File: config.mk
export PLATFORM = sky130hd
export DESIGN_NAME = sdp_param_reg
export DESIGN_NICKNAME = d
export VERILOG_FILES = /design/src/hdl/sdp_pkg.sv /design/src/hdl/sdp_tap_decode.sv /design/src/hdl/sdp_param_reg.sv
export SDC_FILE = /design/constraint.sdc
export NUM_CORES = 1
export LEC_CHECK = 0
export BUFFER_PORTS_ARGS = -buffer_cell sky130_fd_sc_hd__buf_2
export CAP_MARGIN = 40
export CORE_ASPECT_RATIO = 1.5
export CORE_MARGIN = 2
export CORE_UTILIZATION = 30
export CTS_CLUSTER_DIAMETER = 40
export CTS_CLUSTER_SIZE = 30
export DETAILED_ROUTE_END_ITERATION = 10
export GPL_ROUTABILITY_DRIVEN = 0
export PLACE_DENSITY = 0.64
export SLEW_MARGIN = 20
export SYNTH_ARGS = -nofsm -noshare
export SYNTH_HDL_FRONTEND = slang
export SYNTH_SLANG_ARGS = --single-unit
File: constraint.sdc
create_clock -name ref_clk -period 2.76 [get_ports ref_clk]
set_clock_uncertainty 0.05 [all_clocks]
set_input_delay 0.138 -clock ref_clk [delete_from_list [all_inputs] [get_ports ref_clk]]
set_output_delay 0.138 -clock ref_clk [all_outputs]
set_load 0.02 [all_outputs]
File: src/hdl/sdp_pkg.sv
// constants, field layout and state carriers for the memory-controller parameter register
package sdp_pkg;

  // ------------------------------------------------------------
  // register map
  // ------------------------------------------------------------
  localparam int ADDR_W = 16;
  localparam int DATA_W = 32;
  localparam logic [ADDR_W-1:0] PARAM_OFFSET = 16'h0040;

  // ------------------------------------------------------------
  // field positions
  // ------------------------------------------------------------
  localparam int REMAP_BIT = 0;
  localparam int PWRDN_BIT = 1;
  localparam int EXITLP_BIT = 2;
  localparam int CAPSEL_BIT = 3;
  localparam int COARSE_LSB = 4;
  localparam int FINE_LSB = 8;
  localparam int CNT_W = 4;
  localparam int FIELD_W = 12;
  localparam logic [DATA_W-1:0] WRITE_MASK = 32'h0000_0FFF;

  // ------------------------------------------------------------
  // reset values and delay figures
  // ------------------------------------------------------------
  localparam logic RESET_BIT = 1'h0;
  localparam logic [CNT_W-1:0] RESET_CNT = 4'h0;
  localparam logic CAPSEL_DELAYED = 1'h0;
  localparam logic CAPSEL_FEEDBACK = 1'h1;
  localparam real COARSE_STEP_NS = 0.4;
  localparam real FINE_STEP_NS = 0.1;
  localparam int TAPS = 15;

  // ------------------------------------------------------------
  // carriers
  // ------------------------------------------------------------
  typedef struct packed {
    logic remap;
    logic powerDown;
    logic exitLowPower;
    logic captureSel;
    logic [CNT_W-1:0] coarse;
    logic [CNT_W-1:0] fine;
  } sdp_fields_s;

  typedef struct packed {
    sdp_fields_s fields;
    logic [TAPS-1:0] coarseEn;
    logic [TAPS-1:0] fineEn;
    logic [DATA_W-1:0] rdData;
    logic rdValid;
  } sdp_state_s;

  // count of enabled elements to a thermometer enable vector
  function automatic logic [TAPS-1:0] therm(input logic [CNT_W-1:0] count);
    logic [TAPS-1:0] v;
    v = '0;
    for (int i = 0; i < TAPS; i++) begin
      v[i] = (i < int'(count));
    end
    return v;
  endfunction

  // packs the fields into the bus word, reserved bits zero
  function automatic logic [DATA_W-1:0] pack_word(input sdp_fields_s f);
    logic [DATA_W-1:0] w;
    w = '0;
    w[REMAP_BIT] = f.remap;
    w[PWRDN_BIT] = f.powerDown;
    w[EXITLP_BIT] = f.exitLowPower;
    w[CAPSEL_BIT] = f.captureSel;
    w[COARSE_LSB +: CNT_W] = f.coarse;
    w[FINE_LSB +: CNT_W] = f.fine;
    return w;
  endfunction

endpackage

File: src/hdl/sdp_tap_decode.sv
// decoder from element count to delay-line element enables
`timescale 1ns/1ps
module sdp_tap_decode #(
  parameter int TAPS = 15
) (
  input wire logic [sdp_pkg::CNT_W-1:0] count,
  output logic [TAPS-1:0] enables
);

  // ------------------------------------------------------------
  // thermometer code
  // ------------------------------------------------------------
  // thermometer keeps elements chained from the input end, no gaps
  always_comb begin
    enables = sdp_pkg::therm(count);
  end

endmodule

File: src/hdl/sdp_param_reg.sv
// parameter register driving the memory controller core and its clock delay line
`timescale 1ns/1ps
module sdp_param_reg (
  input wire logic ref_clk,
  input wire logic sys_rst,
  input wire logic warmRst,
  input wire logic regSel,
  input wire logic regWr,
  input wire logic regRd,
  input wire logic [sdp_pkg::ADDR_W-1:0] regAddr,
  input wire logic [sdp_pkg::DATA_W-1:0] regWrData,
  output logic [sdp_pkg::DATA_W-1:0] regRdData,
  output logic regRdValid,
  output logic memRemap,
  output logic memPowerDown,
  output logic exitLowPowerRequest,
  output logic captureClkSel,
  output logic [sdp_pkg::CNT_W-1:0] coarseCount,
  output logic [sdp_pkg::CNT_W-1:0] fineCount,
  output logic [sdp_pkg::TAPS-1:0] coarseTapEn,
  output logic [sdp_pkg::TAPS-1:0] fineTapEn
);

  // ------------------------------------------------------------
  // state
  // ------------------------------------------------------------
  sdp_pkg::sdp_state_s state_q;
  sdp_pkg::sdp_state_s state_d;
  sdp_pkg::sdp_fields_s fieldsNext;
  logic [sdp_pkg::TAPS-1:0] coarseDec;
  logic [sdp_pkg::TAPS-1:0] fineDec;
  logic hit;
  logic [sdp_pkg::DATA_W-1:0] wrMasked;

  // ------------------------------------------------------------
  // access decode
  // ------------------------------------------------------------
  assign hit = regSel && (regAddr == sdp_pkg::PARAM_OFFSET);
  assign wrMasked = regWrData & sdp_pkg::WRITE_MASK;

  always_comb begin
    fieldsNext = state_q.fields;
    if (hit && regWr) begin
      fieldsNext.remap = wrMasked[sdp_pkg::REMAP_BIT];
      fieldsNext.powerDown = wrMasked[sdp_pkg::PWRDN_BIT];
      fieldsNext.exitLowPower = wrMasked[sdp_pkg::EXITLP_BIT];
      fieldsNext.captureSel = wrMasked[sdp_pkg::CAPSEL_BIT];
      fieldsNext.coarse = wrMasked[sdp_pkg::COARSE_LSB +: sdp_pkg::CNT_W];
      fieldsNext.fine = wrMasked[sdp_pkg::FINE_LSB +: sdp_pkg::CNT_W];
    end
  end

  // ------------------------------------------------------------
  // delay line enables
  // ------------------------------------------------------------
  // decoded from the next value so enables move in step with the count
  sdp_tap_decode #(
    .TAPS(sdp_pkg::TAPS)
  ) u_coarse (
    .count(fieldsNext.coarse),
    .enables(coarseDec)
  );

  sdp_tap_decode #(
    .TAPS(sdp_pkg::TAPS)
  ) u_fine (
    .count(fieldsNext.fine),
    .enables(fineDec)
  );

  // ------------------------------------------------------------
  // next state
  // ------------------------------------------------------------
  always_comb begin
    state_d = state_q;
    state_d.fields = fieldsNext;
    state_d.coarseEn = coarseDec;
    state_d.fineEn = fineDec;
    state_d.rdValid = 1'h0;
    if (regSel && regRd) begin
      // unmapped offsets answer zero so software never reads stale data
      state_d.rdData = hit ? sdp_pkg::pack_word(state_q.fields) : '0;
      state_d.rdValid = 1'h1;
    end
    if (warmRst) begin
      // warm reset drops a pending answer and any write, never clears the fields
      state_d.rdValid = 1'h0;
      state_d.fields = state_q.fields;
      state_d.rdData = state_q.rdData;
      state_d.coarseEn = state_q.coarseEn;
      state_d.fineEn = state_q.fineEn;
    end
  end

  always_ff @(posedge ref_clk) begin
    if (sys_rst) begin
      state_q.fields.remap <= sdp_pkg::RESET_BIT;
      state_q.fields.powerDown <= sdp_pkg::RESET_BIT;
      state_q.fields.exitLowPower <= sdp_pkg::RESET_BIT;
      state_q.fields.captureSel <= sdp_pkg::CAPSEL_DELAYED;
      state_q.fields.coarse <= sdp_pkg::RESET_CNT;
      state_q.fields.fine <= sdp_pkg::RESET_CNT;
      state_q.coarseEn <= '0;
      state_q.fineEn <= '0;
      state_q.rdData <= '0;
      state_q.rdValid <= 1'h0;
    end else begin
      state_q <= state_d;
    end
  end

  // ------------------------------------------------------------
  // outputs
  // ------------------------------------------------------------
  // level outputs straight from the field flops, no extra pipeline
  assign memRemap = state_q.fields.remap;
  assign memPowerDown = state_q.fields.powerDown;
  assign exitLowPowerRequest = state_q.fields.exitLowPower;
  assign captureClkSel = state_q.fields.captureSel;
  assign coarseCount = state_q.fields.coarse;
  assign fineCount = state_q.fields.fine;
  assign coarseTapEn = state_q.coarseEn;
  assign fineTapEn = state_q.fineEn;
  assign regRdData = state_q.rdData;
  assign regRdValid = state_q.rdValid;

endmodule

# Yosys cells after proc, flatten, opt, wreduce, memory -nomap -nowiden
# Cells that the tools add are included.
classes:
  n_lt_le_gt_ge: 30
  n_eq_ne: 1
  mux: 3
  n_bitwise: 1
  reduce_logical: 6
op_table:
  columns: ["op", "n"]
  rows:
  - ["4-bit less-than comparator (first input constant)", 14]
  - ["3-bit by 4-bit less-than comparator with 1-bit output (first input constant)", 8]
  - ["16-bit by 7-bit == test with 1-bit output (second input constant)", 1]
  - ["1-bit by 4-bit less-than comparator with 1-bit output (first input constant)", 4]
  - ["2-bit by 4-bit less-than comparator with 1-bit output (first input constant)", 4]
  - ["12-bit two-way mux", 1]
  - ["8-bit two-way mux", 1]
  - ["2-bit AND reduction", 2]
  - ["1-bit logical AND", 3]
  - ["2-bit OR reduction", 1]
  - ["1-bit two-way mux", 1]
  - ["1-bit NOT", 1]
totals:
  reg_bits: 55
  wordCells: 51

# Logic depth before layout (Yosys ltp)
# Gate-level depths: netlist (run 1).
depth:
  depth_word: 5
  mapped_depth: 7

# Cells and area by module
# From an unflattened synthesis (run 1), not the netlist that was laid out.
hier_totals:
  hier_cells: 301
  hier_area_um2: 2615.0
modules_own_cells:
  columns: ["mod", "n_inst", "cells_per_inst", "area_each_um2", "seq_area_each_um2"]
  rows:
  - ["sdp_param_reg", 1, 253, 2339.7, 1101.1]
  - ["sdp_tap_decode", 2, 24, 137.6, 0.0]

# Worst setup path before layout (run 1)
# No wires, ideal clock.
synth_path:
  path_type: "in2reg"
  startpoint: "input port regAddr[5] (netlist name)"
  endpoint: "register state_q (netlist bit coarseTapEn[8])"
  setup_time_ps: 133
  arrival_ps: 1494
  required_ps: 2577
  setup_slack_ps: 1084
  stages: 6
  cell_sequence: "nor4b_4 and4_4 nand3_4 or4_2 nand3_1 a21oi_1"
synth_between:
  elab_chain_len: 5
synth_rtl:
  columns: ["item", "line", "source"]
  rows:
  - ["start: declaration", "sdp_param_reg.sv:10", "input wire logic [sdp_pkg::ADDR_W-1:0] regAddr,"]
  - ["16-bit by 7-bit == test with 1-bit output", "sdp_param_reg.sv:38", "assign hit = regSel && (regAddr == sdp_pkg::PARAM_OFFSET);"]
  - ["1-bit logical AND", "sdp_param_reg.sv:38", null]
  - ["1-bit logical AND", "sdp_param_reg.sv:43", "if (hit && regWr) begin"]
  - ["8-bit two-way mux", "sdp_param_reg.sv:43", null]
  - ["4-bit less-than comparator", "sdp_pkg.sv:60", "v[i] = (i < int'(count));"]
  - ["end signal: assignment", "sdp_param_reg.sv:108", "state_q <= state_d;"]
  - ["end: declaration", "sdp_param_reg.sv:27", "sdp_pkg::sdp_state_s state_q;"]
# No other way between the ends.
# A chain may end at the register's enable or synchronous reset.

# Worst setup path in the final report (run 1)
layout_path:
  startpoint: "input port regAddr[15] (netlist name)"
  endpoint: "register state_q (netlist bit fineTapEn[1])"
layout_between:
  elab_chain_len: 5
layout_rtl:
  columns: ["item", "line"]
  rows:
  - ["16-bit by 7-bit == test with 1-bit output", "sdp_param_reg.sv:38"]
  - ["1-bit logical AND", "sdp_param_reg.sv:38"]
  - ["1-bit logical AND", "sdp_param_reg.sv:43"]
  - ["8-bit two-way mux", "sdp_param_reg.sv:43"]
  - ["1-bit by 4-bit less-than comparator with 1-bit output", "sdp_pkg.sv:60"]
# No other way between the ends.

==> metrics.cfg, run 1 <==
[floorplanning]
row_count = 40
die_y_um = 116
die-width_um = 78.5
ioPinCount = 129
die-area_um2 = 9090
start_util_pct = 31.0
core-area_um2 = 8060

[worst_setup_path]
r2r_end = coarseTapEn[5]
max_stage_delay_ns = 0.40
r2r_slack_ns = 1.27
crit_fanout = 16
reg2reg_depth = 4
regToRegStartpoint = coarseTapEn[7]
crit_chain = buf_2 -> nor4b_4 -> and3b_2 -> nand3_4 -> or3_1 -> a21oi_2 -> a221oi_1
crit_path_top_delay_cell = or3_1
critical-path-top-delay-family = simple AND/OR/NAND/NOR gates
crit_path_start = regAddr[15]
cp.required_ns = 2.85
cp_num_cells = 7
end_kind = flip-flop
cp_num_buf_inv = 1
critPathLaunchType = input pin
worst-setup-path-type = input pin to flip-flop
cp.arrival_ns = 1.90
cp-endpoint = fineTapEn[1]

[clock_network]
cts_buffers = 5
cts_hold_buf = 0
post_cts_resized = 0
clkSinkCount = 53
clockRootBuffer = clkbuf_16
clk_pin_slew_ns = 0.07
clock_path_buffers = 2
clk_latency_ns = 0.29
cts-htree-levels = 2
cts_tree = yes
post-cts-setup-buffers = 0

[synth]
ys_seq_area_share_pct = 42.5
synthesis.area_um2 = 2500
ys_ff_latch = 53
synthDistinctLibCells = 37
synth_edf_count = 0
synth_flop_cell = dfxtp_1
yosys_warnings = 0
syn_inst = 272
async_flop_share_pct = 0
syn_avg_cell_area_um2 = 9.19

[hold_path]
min_path_type = input pin to flip-flop
holdCritStartpoint = regWrData[2]

[sta]
rsz0062_at_grt = false
fin_ws_ns = 0.950
fmax_mhz = 552
fin_setup_tns_ns = 0
setup_violations = 0
slew_headroom_pct = 56.2
slew_violations = 0
fin_crit_ns = 1.81
worst_pin_slew_ns = 0.657
finalHoldViolCount = 0
post-route-period-util_pct = 65.6

[route]
m1WireLength_um = 2550
drcViolationCount = 0
via_count = 2179
drtIter0Drc = 80
drt-pass1-iter-count = 4
drt_wl_total_um = 6180
highest_layer = met4
via_per_inst = 4.74
wl_met3_um = 357
antenna_left = 0
dr_wl_met2_um = 3200
routedWlPerCell_um = 13.4

[power_and_ir_drop]
power_frac_seq_pct = 47.3
intPower_mw = 1.27
switchingPower_mw = 0.374
power_switching_share_pct = 22.7
p_leak_nw = 1.42
p_total_mw = 1.65
powerDensity_nw_per_um2 = 530
clkPwrFrac_pct = 44.1
comb_power_share_pct = 8.6
vdd_drop_max_mv = 0.307

[placement]
dp_cells = 452
dp_slack_ns = 0.600
io_buffers = 88
place_area_um2 = 2940
dp_hpwl_um = 4610

[cells_and_area]
instances_no_fill = 460
multi_input_area_um2 = 1260
seqCellArea_um2 = 1060
final_nets = 408
drive_gt1_share_pct = 33.2
design_area_um2 = 3110
num_antenna_cells = 0
n_fill_cell = 872
syn_to_final_growth_pct = 24.4

[global_routing]
grt_pass1_vias = 2002
grt-ovfl-total = 0
antenna_found_initial = 0
grt_usage_pct = 13.6
grt_max_degree = 49
grt_pass1_wl_um = 9620

[status]
outcome = complete, no violations

[flow_run]
max-cap-violations = 0

==> layout by cell type, fill, tap and decap left out <==
cell type / n
a221oi_1: 2
mux2_4: 1
bufinv_16: 1
or3_1: 3
nand4_1: 3
and4b_2: 1
a21oi_2: 1
a211oi_1: 6
a22oi_1: 15
mux2i_4: 3
dfxtp_1: 53
clkbuf_8: 1
clkbuf_1: 1
inv_1: 4
o21ai_0: 11
a21oi_1: 10
buf_2: 88
conb_1: 20
nand3b_1: 1
nor2_8: 1
a221oi_2: 2
and3b_2: 1
nor4b_4: 2
mux2i_1: 15
nand2_1: 16
or4_2: 1
clkbuf_16: 5
buf_4: 4
nor2b_1: 13
and4_4: 1
nand4b_1: 1
mux2_2: 4
a31oi_1: 1
o211ai_1: 1
nor3_1: 17
nor2_1: 43
nand3_1: 1
nand3_4: 1
==> power groups by stage <==
| stage | sequential (mW) | combinational, mW | clock [mW] |
|---|---|---|---|
| after floorplan | 0.810 | 0.0983 | 0 |
| after global placement | 0.797 | 0.140 | 0 |
| after detailed placement | 0.797 | 0.143 | 0 |
| after CTS | 0.779 | 0.143 | 0.743 |
| after global routing | 0.780 | 0.156 | 0.768 |
| final | 0.779 | 0.142 | 0.726 |
==> stage by stage <==
| stage | hold WS [ns] | utilization, % |
|---|---|---|
| after global routing | 0.0490 | 38.6 |
| after CTS | 0.0278 | 38.6 |
| after global placement | 0.323 | 36.4 |
| final | 0.0304 | 38.6 |
| after detailed placement | 0.333 | 36.4 |
| after floorplan | 0.235 | - |
==> state kept, by name, summed over array words and instances, names as in the netlist <==
register,cells
memRemap,1
regRdValid,1
fineTapEn,15
exitLowPowerRequest,1
captureClkSel,1
fineCount,3
coarseCount,3
regRdData,12
coarseTapEn,15
memPowerDown,1
==> layout make-up <==
cell class	count	area share, %
sequential	53	34.1
inverter	4	0.483
clock inverter	1	0.966
multi-input combinational	198	40.5
tap	105	4.23
clock buffer	7	4.59
timing repair buffer	92	15.1
==> Yosys cell counts, drive strengths merged (2+ instances only) <==
library cell	count	area share (%)
a211oi	6	1.8
a21oi	11	2.4
a221oi	4	1.9
a22oi	15	4.5
buf	26	7.9
clkbuf	10	1.5
dfxtp	53	42
inv	4	0.60
mux2	5	2.4
mux2i	18	8.7
nand2	16	2.4
nand3	2	0.90
nand4	3	0.75
nor2	44	7.3
nor2b	13	3.3
nor3	17	3.4
nor4b	2	1.9
o21ai	11	2.2
or3	3	0.75
==> cells by family (layout without fill, tap and decap cells) <==
family / Yosys count / count (layout) / synth area share [%]
compound gates: 49 / 49 / 13.3
buf+inv: 40 / 104 / 10.0
simple gates: 106 / 106 / 22.9
flops: 53 / 53 / 42.5
mux: 23 / 23 / 11.1
other cells: 1 / 20 / 0.150
==> routing by layer <==
layer	track usage [%]	up-vias
met5	0	-
met4	5.61	0
met3	3.27	5
met2	24.1	76
met1	15.5	1022
li1	-	1076
==> how the worst min path moves through the flow <==
stage / to / slack [ns] / depth (start not counted)
after global routing: memPowerDown / 0.05 / 3
after CTS: exitLowPowerRequest / 0.03 / 3
after global placement: exitLowPowerRequest / 0.32 / 3
after floorplan: captureClkSel / 0.24 / 2
after detailed placement: exitLowPowerRequest / 0.33 / 3
final: exitLowPowerRequest / 0.03 / 3
==> tightest hold or removal path: stages <==
cell and delay [ns]:
buf_2 0.07, mux2i_1 0.05, nor2_1 0.07
Power figures use the tool's default switching activity.
==> run 2: changes to the inputs <==
--- a/config.mk
+++ b/config.mk
@@ -14,7 +14,7 @@
 export CTS_CLUSTER_SIZE = 30
 export DETAILED_ROUTE_END_ITERATION = 10
 export GPL_ROUTABILITY_DRIVEN = 0
-export PLACE_DENSITY = 0.64
+export PLACE_DENSITY = 0.66
 export SLEW_MARGIN = 20
 export SYNTH_ARGS = -nofsm -noshare
 export SYNTH_HDL_FRONTEND = slang
==> constraint.sdc (replaced) <==
create_clock -name ref_clk -period 1.6 [get_ports ref_clk]
set_clock_uncertainty 0.05 [all_clocks]
set_input_delay 0.08 -clock ref_clk [delete_from_list [all_inputs] [get_ports ref_clk]]
set_output_delay 0.08 -clock ref_clk [all_outputs]
set_load 0.02 [all_outputs]
==> run 2 against run 1 <==
Final area up 3.5%. Largest cell class unchanged. Sequential power is 72% higher. Sequential cell count is the same. Sequential share of layout area decreased by 1.1 points.
==> metrics.cfg, run 2 (synthesis gave the netlist of run 1 again) <==
[global_routing]
antenna_found_initial = 0  ; unchanged
grt-ovfl-total = 0  ; unchanged
grt_pass1_wl_um = 10300  ; +6.7%
grt_max_degree = 31  ; -37%
grt_usage_pct = 14.4  ; +0.81 points
grt_pass1_vias = 2069  ; +3.3%

[flow_run]
max-cap-violations = 0  ; unchanged

[hold_path]
whs_path_depth = 3  ; unchanged
min_path_type = input pin to flip-flop
holdCritStartpoint = regWrData[8]
min_to = fineCount[0]

[floorplanning]
row_count = 40  ; unchanged
die-area_um2 = 9090  ; unchanged
ioPinCount = 129  ; unchanged
start_util_pct = 31.0  ; unchanged
core-area_um2 = 8060  ; unchanged
die_y_um = 116  ; unchanged
die-width_um = 78.5  ; unchanged

[clock_network]
cts-htree-levels = 2  ; unchanged
clockRootBuffer = clkbuf_16
clkSinkCount = 53  ; unchanged
clk_pin_slew_ns = 0.06  ; about the same
cts_buffers = 5  ; unchanged
post-cts-setup-buffers = 0  ; unchanged
clk_latency_ns = 0.29  ; about the same
clock_path_buffers = 2  ; unchanged
cts_tree = yes

[worst_setup_path]
worst-setup-path-type = input pin to flip-flop
end_kind = flip-flop
crit_fanout = 6  ; -10
cp.arrival_ns = 1.64  ; -0.26 ns
r2r_end = fineTapEn[12]
critPathLaunchType = input pin
reg2reg_depth = 3  ; -1
r2r_slack_ns = 0.29  ; -0.98 ns
cp.required_ns = 1.72  ; -1.13 ns
regToRegStartpoint = fineTapEn[7]

[cells_and_area]
num_antenna_cells = 0  ; unchanged
drive_gt1_share_pct = 35.4  ; +2.2 points
layout_common_cells = 88 x buf_2, 53 x dfxtp_1, 43 x nor2_1
syn_to_final_growth_pct = 28.7
final_nets = 421  ; +3.2%
instances_no_fill = 472  ; +2.6%
final_common_cell = buf_2

[route]
routedWlPerCell_um = 14.1  ; +4.9%
drcViolationCount = 0  ; unchanged
drt-pass1-iter-count = 4  ; unchanged
via_per_inst = 4.78  ; +0.81%
via_count = 2254  ; +3.4%
antenna_left = 0  ; unchanged
drt_wl_total_um = 6650  ; +7.6%
drtIter0Drc = 102  ; +28%

[sta]
fin_crit_ns = 1.51
slew_headroom_pct = 60.2  ; +4.0 points
slew_violations = 0  ; unchanged
fin_ws_ns = 0.0859  ; -0.864 ns
worst_pin_slew_ns = 0.597  ; -0.0599 ns
post-route-period-util_pct = 94.6
fin_setup_tns_ns = 0  ; unchanged
rsz0062_at_grt = true
finalHoldViolCount = 0  ; unchanged
setup_violations = 0  ; unchanged
fmax_mhz = 660

[status]
outcome = complete, no violations

[power_and_ir_drop]
vdd_drop_max_mv = 0.467  ; +52%
p_total_mw = 2.68  ; +63%
powerDensity_nw_per_um2 = 833  ; +57%
p_leak_nw = 1.46  ; +2.9%

[placement]
dp_hpwl_um = 4840  ; +4.9%
io_buffers = 88  ; unchanged
dp_slack_ns = -0.253  ; -0.853 ns
dp_cells = 460  ; +1.8%

==> run 2: routing by layer <==
metal / track usage [%] / vias to the layer above / share of wire [%]
li1: - / 1102 / -
met1: 16.2 / 1049 / 39
met2: 25.4 / 90 / 52
met3: 3.58 / 13 / 6.1
met4: 6.67 / 0 / 2.4
met5: 0 / - / 0
==> run 2: worst max-delay path, stage by stage <==
cell and delay, ns:
buf_2 0.11, nor4b_4 0.32, and3b_2 0.30, nand3_2 0.17, mux2_2 0.37, a211oi_1 0.22, nor3_1 0.07
==> run 2: what timing repair did <==
action | CTS | global route
setup endpoints to repair | 0 | 15
hold endpoints to repair | 4 | 0
resized for setup | 0 | 4
hold buffers | 4 | 0
==> run 2: final cells by class <==
cell class	count	area, µm²
well taps	105	131
repair buffers	104	571
clock buffers	7	143
multi-input cells	199	1300
flip-flops and latches	53	1060
fillers	830	4840
inverters	4	15.0
==> run 2: how the worst max path moves through the flow <==
stage / from / end / slack (ns) / cells past startpoint
2_1_floorplan: regAddr[15] / fineTapEn[1] / 0.009 / 6
3_5_place_dp: regAddr[15] / fineTapEn[1] / -0.25 / 7
6_report: regAddr[14] / coarseTapEn[5] / 0.09 / 7
4_1_cts: regAddr[15] / coarseTapEn[6] / 0.03 / 8
5_1_grt: regAddr[14] / coarseTapEn[14] / -0.008 / 8
3_3_place_gp: regAddr[15] / fineTapEn[1] / -0.23 / 7
==> run 2: power by group <==
group          switching [mW]  internal (mW)  leakage, nW
logic                   0.173         0.0877        0.957
clock network           0.460          0.615       0.0700
registers             0.00830           1.34        0.429
total                   0.642           2.04         1.46
==> run 2: per-stage QoR <==
step	hold slack, ns	instance area, µm²	utilization [%]
after CTS	0.0139	3190	39.5
final	0.0143	3220	39.9
after detailed placement	0.278	3000	37.3
after global routing	0.0352	3220	39.9
after floorplan	0.177	2580	-
after global placement	0.264	3000	37.3
==> run 3: changes to the inputs <==
--- a/config.mk
+++ b/config.mk
@@ -5,7 +5,6 @@
 export SDC_FILE = /design/constraint.sdc
 export NUM_CORES = 1
 export LEC_CHECK = 0
-export BUFFER_PORTS_ARGS = -buffer_cell sky130_fd_sc_hd__buf_2
 export CAP_MARGIN = 40
 export CORE_ASPECT_RATIO = 1.5
 export CORE_MARGIN = 2
@@ -13,8 +12,9 @@
 export CTS_CLUSTER_DIAMETER = 40
 export CTS_CLUSTER_SIZE = 30
 export DETAILED_ROUTE_END_ITERATION = 10
+export DONT_BUFFER_PORTS = 1
 export GPL_ROUTABILITY_DRIVEN = 0
-export PLACE_DENSITY = 0.66
+export PLACE_DENSITY = 0.52
 export SLEW_MARGIN = 20
 export SYNTH_ARGS = -nofsm -noshare
 export SYNTH_HDL_FRONTEND = slang
==> run 3 against run 2 <==
Sequential power about the same. Non-clock buffer count shrank 72. Critical endpoint is now coarseTapEn[14]. Combinational power fell by 34%. Critical path type unchanged. First-iteration DRC count increased by 95%. Largest power group unchanged. Power down 3.9%. Final cell count is 15% lower. Global-route usage increased by 0.49 points. Via count fell by 13%.
==> metrics.cfg, run 3 (synthesis gave the netlist of run 1 again) <==
[sta]
timing.hold.ws_ns = 0.00915  ; -0.00516 ns
rsz0062_at_grt = false
post-route-period-util_pct = 93.5  ; -1.1 points
slew_violations = 0  ; unchanged
fin_crit_ns = 1.50  ; -0.0181 ns
setup_violations = 0  ; unchanged
finalHoldViolCount = 0  ; unchanged
fmax_mhz = 668  ; +1.2%

[worst_setup_path]
cp.required_ns = 1.78  ; +0.06 ns
worst-setup-path-type = input pin to flip-flop
r2r_end = coarseTapEn[14]
critPathLaunchType = input pin
crit_chain = nor4b_4 -> buf_4 -> nand4b_1 -> or3_1 -> a21oi_1 -> buf_4 -> a22oi_1 -> nor2_1
end_kind = flip-flop
regToRegStartpoint = coarseCount[2]
cp.arrival_ns = 1.68  ; +0.04 ns
path_common_cell = buf_4
r2r_slack_ns = 0.26  ; -0.03 ns
crit_path_top_delay_cell = or3_1
max_stage_delay_ns = 0.40  ; +0.03 ns
crit_fanout = 5  ; -1
reg2reg_depth = 5  ; +2

[clock_network]
clk_latency_ns = 0.29  ; about the same
clockRootBuffer = clkbuf_16
clkSinkCount = 53  ; unchanged
post_cts_resized = 0  ; unchanged
clk_pin_slew_ns = 0.07  ; about the same
clock_path_buffers = 2  ; unchanged
post-cts-setup-buffers = 0  ; unchanged
cts_buffers = 5  ; unchanged
cts-htree-levels = 2  ; unchanged
cts_tree = yes

[flow_run]
max-cap-violations = 0  ; unchanged

[route]
drtIter0Drc = 199  ; +95%
via_count = 1958  ; -13%
antenna_left = 0  ; unchanged
drt-pass1-iter-count = 4  ; unchanged
drt_wl_total_um = 6540  ; -1.8%
routedWlPerCell_um = 16.3  ; +16%
drcViolationCount = 0  ; unchanged
via_per_inst = 4.90  ; +2.5%

[global_routing]
grt_pass1_wl_um = 10300  ; +0.67%
grt_pass1_vias = 1877  ; -9.3%
grt_usage_pct = 14.9  ; +0.49 points
antenna_found_initial = 0  ; unchanged
grt_max_degree = 53  ; +71%
grt-ovfl-total = 0  ; unchanged

[floorplanning]
start_util_pct = 31.0  ; unchanged
ioPinCount = 129  ; unchanged
die-area_um2 = 9090  ; unchanged
die_y_um = 116  ; unchanged
die-width_um = 78.5  ; unchanged
core-area_um2 = 8060  ; unchanged
row_count = 40  ; unchanged

[power_and_ir_drop]
p_total_mw = 2.58  ; -3.9%
powerDensity_nw_per_um2 = 891  ; +6.9%
vdd_drop_max_mv = 0.694  ; +48%
p_leak_nw = 1.12  ; -23%

[cells_and_area]
syn_to_final_growth_pct = 15.8
layout_common_cells = 53 x dfxtp_1, 43 x nor2_1, 23 x buf_4
drive_gt1_share_pct = 16.9  ; -18 points
final_common_cell = dfxtp_1
final_nets = 348  ; -17%
num_antenna_cells = 0  ; unchanged

[placement]
dp_hpwl_um = 4660  ; -3.8%
io_buffers = 0  ; -100%

[hold_path]
whs_path_depth = 3  ; unchanged
min_path_type = input pin to flip-flop
min_to = memRemap
holdCritStartpoint = warmRst

[status]
outcome = complete, no violations

==> run 3: cell type report <==
class,instances,area [µm²]
clock buffers,8,136
fillers,836,5160
inverters,4,15.0
multi-input cells,198,1270
flip-flops and latches,53,1060
well taps,105,131
repair buffers,32,283
==> run 3: power by group <==
part	switching, mW	total (mW)	internal, mW
sequential	0.0336	1.37	1.34
clock	0.452	1.04	0.583
combinational	0.111	0.172	0.0609
total	0.597	2.58	1.98
==> run 3: repair_timing <==
item / 4_1_cts / 5_1_grt
endpoints found under the hold margin: 53 / 0
endpoints found under the setup margin: 0 / 0
hold buffers: 9 / 0
==> run 3: worst max path at each step <==
stage | start | end | slack (ns) | cells past startpoint
CTS | regAddr[15] | coarseTapEn[14] | 0.13 | 8
floorplan | regAddr[15] | fineTapEn[1] | 0.009 | 6
global route | regAddr[15] | coarseTapEn[13] | 0.04 | 8
detailed placement | regAddr[15] | coarseTapEn[14] | -0.18 | 8
global placement | regAddr[15] | coarseTapEn[14] | -0.14 | 8
finish | regAddr[15] | coarseTapEn[14] | 0.10 | 8
==> run 3: per-stage QoR <==
| step | worst slack, ns | util (%) | cells | TNS [ns] | cell area (µm²) |
|---|---|---|---|---|---|
| 6_report | 0.104 | 35.9 | 400 | 0 | 2890 |
| 5_1_grt | 0.0415 | 35.9 | 400 | 0 | 2890 |
| 4_1_cts | 0.130 | 35.9 | 400 | 0 | 2890 |
| 3_5_place_dp | -0.176 | 32.8 | 383 | -1.49 | 2650 |
| 3_3_place_gp | -0.138 | 32.8 | 383 | -0.836 | 2650 |
| 2_1_floorplan | 0.00854 | - | 291 | 0 | 2580 |
==> run 3: worst max-delay path, delay by kind of cell <==
family / cells / cell delay [ns]
simple gates: 4 / 0.97
buf+inv: 2 / 0.33
compound gates: 2 / 0.30
==> run 3: routing by layer <==
metal  share of wire, %  wire [µm]  vias to the layer above  GRT usage (%)
met5                  0          0                        -              0
met4                2.2        142                        0           6.43
met3                7.7        502                        9           4.83
met2                 52       3400                       79           26.0
met1                 38       2490                      921           16.5
li1                   -          -                      949              -
